===== config.mk =====
export PLATFORM = sky130hd
export DESIGN_NAME = ssp_spi_slave
export DESIGN_NICKNAME = d
export VERILOG_FILES = /design/src/shared/ssp_pkg.sv /design/src/rtl/ssp_regfile.sv /design/src/rtl/ssp_spi_slave.sv
export SDC_FILE = /design/constraint.sdc
export NUM_CORES = 1
export LEC_CHECK = 0
export ABC_CLOCK_PERIOD_IN_PS = 2850
export BUFFER_PORTS_ARGS = -buffer_cell sky130_fd_sc_hd__buf_2
export CAP_MARGIN = 20
export CORE_UTILIZATION = 30
export CTS_BUF_LIST = sky130_fd_sc_hd__clkbuf_4
export DETAILED_ROUTE_END_ITERATION = 10
export HOLD_SLACK_MARGIN = 0.03
export PLACE_DENSITY = 0.48
export REMOVE_ABC_BUFFERS = 1
export SLEW_MARGIN = 10
export SYNTH_ARGS = -nofsm -noshare
export SYNTH_HDL_FRONTEND = slang
export SYNTH_HIERARCHICAL = 1
export SYNTH_SLANG_ARGS = --single-unit
export TNS_END_PERCENT = 50

===== constraint.sdc =====
create_clock -name mclk -period 2.85 [get_ports mclk]
set_input_delay 0.4275 -clock mclk [delete_from_list [all_inputs] [get_ports mclk]]
set_output_delay 0.4275 -clock mclk [all_outputs]
set_load 0.05 [all_outputs]

===== src/shared/ssp_pkg.sv =====
// Constants and types shared by the sensor serial port
package ssp_pkg;
  // ****************************************
  // Geometry of the register space
  // ****************************************
  localparam int SSP_ADDR_W = 6;
  localparam int SSP_DATA_W = 8;
  localparam int SSP_CNT_W = 3;
  // ****************************************
  // First byte layout
  // ****************************************
  localparam int SSP_RW_POS = 7;
  localparam int SSP_MB_POS = 6;
  // ****************************************
  // Data format register and its wire-count bit
  // ****************************************
  localparam logic [5:0] SSP_FMT_ADDR = 6'h31;
  localparam int SSP_WIRE_POS = 6;
  localparam logic SSP_WIRE_RST = 1'b0;
  localparam logic [7:0] SSP_RDATA_RST = 8'h00;
  // ****************************************
  // Link timing, serial clock ceiling
  // ****************************************
  localparam int SSP_SCLK_MAX_KHZ = 5000;
  localparam int SSP_MCLK_KHZ = 10000;
  // ****************************************
  // Transaction phases
  // ****************************************
  typedef enum logic [1:0] {
    SSP_IDLE = 2'b00,
    SSP_HDR = 2'b01,
    SSP_DATA = 2'b10
  } ssp_phase_e;
endpackage


===== src/rtl/ssp_regfile.sv =====
// Register memory behind the serial port, registered read
`timescale 1ns/1ps
module ssp_regfile
  import ssp_pkg::*;
#(
  parameter int AW = SSP_ADDR_W,
  parameter int DW = SSP_DATA_W
)
(
  input wire logic mclk,
  input wire logic sys_rst,
  input wire logic wr_en,
  input wire logic [AW-1:0] wr_addr,
  input wire logic [DW-1:0] wr_data,
  input wire logic [AW-1:0] rd_addr,
  output logic [DW-1:0] rd_data_ff
);
  logic [DW-1:0] mem [2**AW];

  // ****************************************
  // Storage
  // ****************************************
  // Write port, no reset on the array
  always_ff @(posedge mclk)
  begin
    if (wr_en)
    begin
      mem[wr_addr] <= wr_data;
    end
  end

  // Read data out of a register
  always_ff @(posedge mclk)
  begin
    if (sys_rst)
      rd_data_ff <= DW'(SSP_RDATA_RST);
    else
      rd_data_ff <= mem[rd_addr];
  end
endmodule


===== src/rtl/ssp_spi_slave.sv =====
// SPI slave front end of the sensor serial port
`timescale 1ns/1ps
module ssp_spi_slave
  import ssp_pkg::*;
(
  input wire logic mclk,
  input wire logic sys_rst,
  input wire logic cs_n,
  input wire logic sclk,
  input wire logic sdi,
  output logic sdo,
  output logic sdo_oe,
  input wire logic sdio_in,
  output logic sdio_out,
  output logic sdio_oe,
  output logic twowire_sel,
  output logic three_wire,
  output logic reg_wr_stb,
  output logic [SSP_ADDR_W-1:0] reg_wr_addr,
  output logic [SSP_DATA_W-1:0] reg_wr_data
);
  // ****************************************
  // Pin synchronisers
  // ****************************************
  logic [1:0] cs_sync_ff;
  logic [2:0] sclk_sync_ff;
  logic [1:0] sdi_sync_ff;
  logic [1:0] sdio_sync_ff;

  // Two stages per pin, clock gets a third for edges
  always_ff @(posedge mclk)
  begin
    if (sys_rst)
    begin
      cs_sync_ff <= 2'h3;
      sclk_sync_ff <= 3'h7;
      sdi_sync_ff <= 2'h3;
      sdio_sync_ff <= 2'h3;
    end
    else
    begin
      cs_sync_ff <= {cs_sync_ff[0], cs_n};
      sclk_sync_ff <= {sclk_sync_ff[1:0], sclk};
      sdi_sync_ff <= {sdi_sync_ff[0], sdi};
      sdio_sync_ff <= {sdio_sync_ff[0], sdio_in};
    end
  end

  // ****************************************
  // Edge and frame decode
  // ****************************************
  logic cs_hi;
  logic sclk_rise;
  logic sclk_fall;
  logic din;
  // Clock idles high, so a frame opens on a fall
  assign cs_hi = cs_sync_ff[1];
  assign sclk_rise = !cs_hi && sclk_sync_ff[1] && !sclk_sync_ff[2];
  assign sclk_fall = !cs_hi && !sclk_sync_ff[1] && sclk_sync_ff[2];

  // ****************************************
  // Frame state
  // ****************************************
  ssp_phase_e phase_ff;
  ssp_phase_e nxt_phase;
  logic [SSP_CNT_W-1:0] bit_cnt_ff;
  logic [SSP_DATA_W-2:0] shift_in_ff;
  logic [SSP_DATA_W-1:0] shift_out_ff;
  logic rw_ff;
  logic mb_ff;
  logic [SSP_ADDR_W-1:0] ptr_ff;
  logic three_wire_ff;
  logic sdo_ff;
  logic sdo_oe_ff;
  logic sdio_oe_ff;
  logic twowire_sel_ff;
  logic reg_wr_stb_ff;
  logic [SSP_ADDR_W-1:0] reg_wr_addr_ff;
  logic [SSP_DATA_W-1:0] reg_wr_data_ff;
  logic [SSP_DATA_W-1:0] rd_data;

  logic byte_done;
  logic [SSP_DATA_W-1:0] byte_in;
  logic in_data;
  logic wr_en;
  logic fmt_hit;
  logic load_out;
  logic [SSP_DATA_W-1:0] out_word;
  logic read_drive;
  // Input pin follows the wire-count mode
  assign din = three_wire_ff ? sdio_sync_ff[1] : sdi_sync_ff[1];
  assign byte_done = sclk_rise && (bit_cnt_ff == SSP_CNT_W'(SSP_DATA_W - 1));
  assign byte_in = {shift_in_ff, din};
  assign in_data = (phase_ff == SSP_DATA);
  assign wr_en = byte_done && in_data && !rw_ff;
  assign fmt_hit = (ptr_ff == SSP_FMT_ADDR);
  // Fresh word at the first fall of each data byte
  assign load_out = sclk_fall && in_data && (bit_cnt_ff == '0);
  assign out_word = load_out ? rd_data : shift_out_ff;
  assign read_drive = !cs_hi && in_data && rw_ff;

  // Phase sequencing, select high ends everything
  always_comb
  begin
    nxt_phase = phase_ff;
    case (phase_ff)
      SSP_IDLE: if (!cs_hi) nxt_phase = SSP_HDR;
      SSP_HDR: if (cs_hi) nxt_phase = SSP_IDLE; else if (byte_done) nxt_phase = SSP_DATA;
      SSP_DATA: if (cs_hi) nxt_phase = SSP_IDLE;
      default: nxt_phase = SSP_IDLE;
    endcase
  end

  always_ff @(posedge mclk)
  begin
    if (sys_rst)
      phase_ff <= SSP_IDLE;
    else
      phase_ff <= nxt_phase;
  end

  // Capture on rising clock, bit count per byte
  always_ff @(posedge mclk)
  begin
    if (sys_rst || cs_hi)
    begin
      bit_cnt_ff <= '0;
      shift_in_ff <= '0;
    end
    else if (sclk_rise)
    begin
      bit_cnt_ff <= bit_cnt_ff + 1'b1;
      shift_in_ff <= byte_in[SSP_DATA_W-2:0];
    end
  end

  // Header fields and register pointer
  always_ff @(posedge mclk)
  begin
    if (sys_rst)
    begin
      rw_ff <= 1'b0;
      mb_ff <= 1'b0;
      ptr_ff <= '0;
    end
    else if (byte_done && (phase_ff == SSP_HDR))
    begin
      rw_ff <= byte_in[SSP_RW_POS];
      mb_ff <= byte_in[SSP_MB_POS];
      ptr_ff <= byte_in[SSP_ADDR_W-1:0];
    end
    else if (byte_done && in_data && mb_ff)
    begin
      ptr_ff <= ptr_ff + 1'b1;
    end
  end

  // Wire-count shadow of the data format register
  always_ff @(posedge mclk)
  begin
    if (sys_rst)
      three_wire_ff <= SSP_WIRE_RST;
    else if (wr_en && fmt_hit)
      three_wire_ff <= byte_in[SSP_WIRE_POS];
  end

  // Shift out on falling clock
  always_ff @(posedge mclk)
  begin
    if (sys_rst)
    begin
      shift_out_ff <= '0;
      sdo_ff <= 1'b1;
    end
    else if (sclk_fall && in_data)
    begin
      sdo_ff <= out_word[SSP_DATA_W-1];
      shift_out_ff <= {out_word[SSP_DATA_W-2:0], 1'b0};
    end
  end

  // Drivers: never while deselected, shared pin only on reads
  always_ff @(posedge mclk)
  begin
    if (sys_rst)
    begin
      sdo_oe_ff <= 1'b0;
      sdio_oe_ff <= 1'b0;
      twowire_sel_ff <= 1'b1;
    end
    else
    begin
      sdo_oe_ff <= !cs_hi && !three_wire_ff;
      sdio_oe_ff <= read_drive && three_wire_ff;
      twowire_sel_ff <= cs_hi;
    end
  end

  // Write strobe toward the sensor core
  always_ff @(posedge mclk)
  begin
    if (sys_rst)
    begin
      reg_wr_stb_ff <= 1'b0;
      reg_wr_addr_ff <= '0;
      reg_wr_data_ff <= '0;
    end
    else
    begin
      reg_wr_stb_ff <= wr_en;
      reg_wr_addr_ff <= ptr_ff;
      reg_wr_data_ff <= byte_in;
    end
  end

  // ****************************************
  // Register memory
  // ****************************************
  ssp_regfile #(
    .AW(SSP_ADDR_W),
    .DW(SSP_DATA_W)
  ) u_regs (
    .mclk(mclk),
    .sys_rst(sys_rst),
    .wr_en(wr_en),
    .wr_addr(ptr_ff),
    .wr_data(byte_in),
    .rd_addr(ptr_ff),
    .rd_data_ff(rd_data)
  );

  // Output pins
  assign sdo = sdo_ff;
  assign sdio_out = sdo_ff;
  assign sdo_oe = sdo_oe_ff;
  assign sdio_oe = sdio_oe_ff;
  assign twowire_sel = twowire_sel_ff;
  assign three_wire = three_wire_ff;
  assign reg_wr_stb = reg_wr_stb_ff;
  assign reg_wr_addr = reg_wr_addr_ff;
  assign reg_wr_data = reg_wr_data_ff;

  // ****************************************
  // Checks
  // ****************************************
  a_no_drive_idle: assert property (@(posedge mclk) disable iff (sys_rst)
    twowire_sel_ff |-> !sdo_oe_ff && !sdio_oe_ff)
    else $error("driver on while deselected");
  a_select_release: assert property (@(posedge mclk) disable iff (sys_rst)
    cs_hi |=> !sdo_oe_ff && !sdio_oe_ff && twowire_sel_ff)
    else $error("output not released after select rose");
  a_twowire_hand: assert property (@(posedge mclk) disable iff (sys_rst)
    $fell(cs_hi) |=> !twowire_sel_ff)
    else $error("two-wire select stuck during frame");
  a_shared_pin_use: assert property (@(posedge mclk) disable iff (sys_rst)
    sdio_oe_ff |-> three_wire_ff && rw_ff && $past(in_data))
    else $error("shared pin driven outside read data");
  a_four_wire_pin: assert property (@(posedge mclk) disable iff (sys_rst)
    sdo_oe_ff |-> $past(!three_wire_ff))
    else $error("output pin driven in 3-wire mode");
  a_out_on_fall: assert property (@(posedge mclk) disable iff (sys_rst)
    ##1 $changed(sdo_ff) |-> $past(sclk_fall))
    else $error("output changed away from falling clock");
  a_ptr_advance: assert property (@(posedge mclk) disable iff (sys_rst)
    byte_done && in_data && mb_ff |=> ptr_ff == $past(ptr_ff) + 1'b1)
    else $error("pointer did not advance");
  a_ptr_hold: assert property (@(posedge mclk) disable iff (sys_rst)
    byte_done && in_data && !mb_ff |=> $stable(ptr_ff))
    else $error("pointer moved without multi-byte flag");
  a_frame_clear: assert property (@(posedge mclk) disable iff (sys_rst)
    cs_hi |=> bit_cnt_ff == '0 && phase_ff == SSP_IDLE)
    else $error("frame state survived select rise");
  a_header_fields: assert property (@(posedge mclk) disable iff (sys_rst)
    byte_done && phase_ff == SSP_HDR
    |=> rw_ff == $past(byte_in[SSP_RW_POS]) && ptr_ff == $past(byte_in[5:0]))
    else $error("header fields not captured");
  a_wire_mode_set: assert property (@(posedge mclk) disable iff (sys_rst)
    wr_en && fmt_hit |=> three_wire_ff == $past(byte_in[SSP_WIRE_POS]))
    else $error("wire-count bit not taken");
  c_write_frame: cover property (@(posedge mclk) disable iff (sys_rst) wr_en);
  c_burst_read: cover property (@(posedge mclk) disable iff (sys_rst)
    byte_done && in_data && rw_ff && mb_ff);
  c_three_wire_read: cover property (@(posedge mclk) disable iff (sys_rst) sdio_oe_ff);
  c_mode_switch: cover property (@(posedge mclk) disable iff (sys_rst) $rose(three_wire_ff));
endmodule


==> results.tsv <==
metric	value	unit
synth_cells	1119	
fin_crit	2630	ps
p_per_area	625	mW/mm²
clk_latency	980	ps
ir_drop	0.250	mV
worstReg2RegEnd	u_regs/mem[6][2]	
dp_hpwl	35100	µm
postCtsSetupBuffers	0	
rows	99	
setup_viol	0	
async_flop_share	0	
rr_worst_depth	10	
netlist_area	0.0222	mm²
drt_first_iter_violations	897	
place.port_buffers	26	
dpl.cell_count	2170	
antenna_left	0	
critPathArrivalTime	3280	ps
cts_hold_buffers	7	
finalClockSkew	46.5	ps
cts_sinks	576	
ys_top_cells_by_count	edfxtp_1 (512), mux4_2 (137), nor2_1 (93)	
p_leak	9.37	nW
final.period_utilization	0.921	
gp_congestion	0.844	
hp-class	primary input to flip-flop	
initial_core_util	0.304	
drc_errors	0	
r2r_setup_slack	220	ps
numCtsBuffers	153	
fin_total_pwr	16.5	mW
wirelength	55500	µm
path_buf_inv	2	
route.vias.total	11800	
syn2layout_area_growth	18.9	%
placeableCoreArea	0.0731	mm²
avgSynthCellArea	19.8	µm²
clkTransAtPathRegs	60	ps
worstPathRequired	3500	ps
pre_cts_slack	260	ps
gr-usage-all-layers	0.152	
status	complete, no violations	
nets	1384	
grt_pass1_vias	12400	
final_max_slew_viol_count	0	
worst_slack	224	ps
yosysWarnings	6	
critical-path-top-delay-family	simple AND/OR/NAND/NOR gates	
slew_headroom	0.347	
r2r-start	bit_cnt_ff[0]	
fin_cells	2451	
cts.path.max_buffers	3	
clock.fmax	381	MHz
grt-ovfl-total	0	
drive_gt1_frac	0.387	
dieArea	0.0751	mm²
antenna_found_initial	2	
routed_via_density	4.79	
synth_top_cell_by_area	edfxtp_1	
cts_tree	done	
cp_max_fo	8	
path_cells	ha_1, ha_1, and4bb_2, nand2_2, nor2_1, nor2b_1, nand3_1, buf_4, nor2_1, buf_4	
cts_root_buffer	clkbuf_4	
crit_start	bit_cnt_ff[0]	
drt_first_pass_iters	5	
cp.depth	10	
io_pins	27	
slowest_stage	dfxtp_1	
synth_ff_type	edfxtp_1	
hold-worst-slack	192	ps
fin_util	0.361	
crit_type	flip-flop to flip-flop	
cts.repair.resized	0	
netlist.area_leader.share	0.693	
ys_ff_latch	576	
die_x	274	µm
tightest_slew	976	ps
rsz0062_at_grt	false	
synth_seq_area_share	0.750	
synth.most_common_cell	edfxtp_1	
cp-start-kind	flip-flop	
drv_cap	0	
hold_viol_final	0	
dieHeight	274	µm
ys_types	64	
htreeDepth	4	
endpoint	u_regs/mem[6][2]	
grt_max_degree	65	
end_kind	flip-flop	
wire_per_inst	22.6	µm
synth_edf_count	512	
critPathMaxStageDelay	370	ps
synth.area.top_cells	edfxtp_1 (69%), mux4_2 (14%), dfxtp_1 (5.8%), nor2_1 (1.6%), mux2i_1 (1.4%)	
grt_pass1_wl	82000	µm
area by class of cell:
class	count	area, µm²
clock buffer	220	1650
antenna	8	20.0
inverter	9	33.8
tap	959	1200
timing repair buffer	159	1300
sequential	576	16700
fill	6882	46700
multi-input combinational	474	5180
clock inverter	46	330
metrics by stage:
stage | area, µm² | setup TNS [ps]
detailed placement | 24300 | 0
finish | 26400 | 0
CTS | 26400 | 0
floorplan | 21900 | -2203440
global route | 26400 | 0
global placement | 24300 | 0
worst min-delay path, stage by stage:
cell and delay [ps]:
dlygate4sd3_1 530, buf_2 90, or2_2 90
cells in the final DEF, fill, tap and decap left out, drive strengths merged, types with 21 or more instances in the layout:
master  count
clkbuf    220
mux4      137
dfxtp      64
nor2b      21
mux2i      30
nor2       93
clkinv     36
nand2      36
edfxtp    512
buf       152
worst min path at each step:
stage / startpoint / endpoint / slack, ps / cells past startpoint
final: sdi / sdi_sync_ff[0] / 190 / 3
after global routing: sdi / sdi_sync_ff[0] / 90 / 3
after CTS: sdi / sdi_sync_ff[0] / 70 / 3
after detailed placement: sclk_sync_ff[0] / sclk_sync_ff[1] / 400 / 1
after global placement: sdio_sync_ff[0] / sdio_sync_ff[1] / 390 / 1
after floorplan: cs_sync_ff[0] / cs_sync_ff[1] / 390 / 1
routing by layer:
layer | track usage | up-vias | routed length, µm
met2 | 0.244 | 323 | 27100
met3 | 0.0341 | 84 | 2660
li1 | - | 5186 | -
met5 | 0 | - | 0
met1 | 0.200 | 6159 | 24500
met4 | 0.0630 | 0 | 1230
state kept, by name, indices dropped and copies added, names as in the netlist:
signal,cells
ptr_ff,6
mb_ff,1
sdo_oe,1
rw_ff,1
sdio_out,1
u_regs/mem,512
three_wire,1
cs_sync_ff,2
u_regs/rd_data_ff,8
shift_out_ff,7
phase_ff,2
sclk_sync_ff,3
reg_wr_stb,1
twowire_sel,1
sdio_oe,1
reg_wr_data,8
sdi_sync_ff,2
bit_cnt_ff,3
reg_wr_addr,6
sdio_sync_ff,2
shift_in_ff,7
logic make-up after synthesis:
logic type	Yosys count	share of synthesized area
multiplexers	175	0.157
adder cells (fa/ha/maj)	5	0.00282
buffers and inverters	69	0.0164
AO/OA/AOI/OAI	85	0.0285
AND/OR/NAND/NOR	208	0.0446
flip-flops	576	0.750
XOR/XNOR	1	0.000395
where the power goes:
part           switching (mW)  internal, mW
clock network            3.34          4.00
logic                  0.0499        0.0269
registers             0.00637          9.07
total                    3.39          13.1
Note: power is estimated with default switching activity, not from simulation.
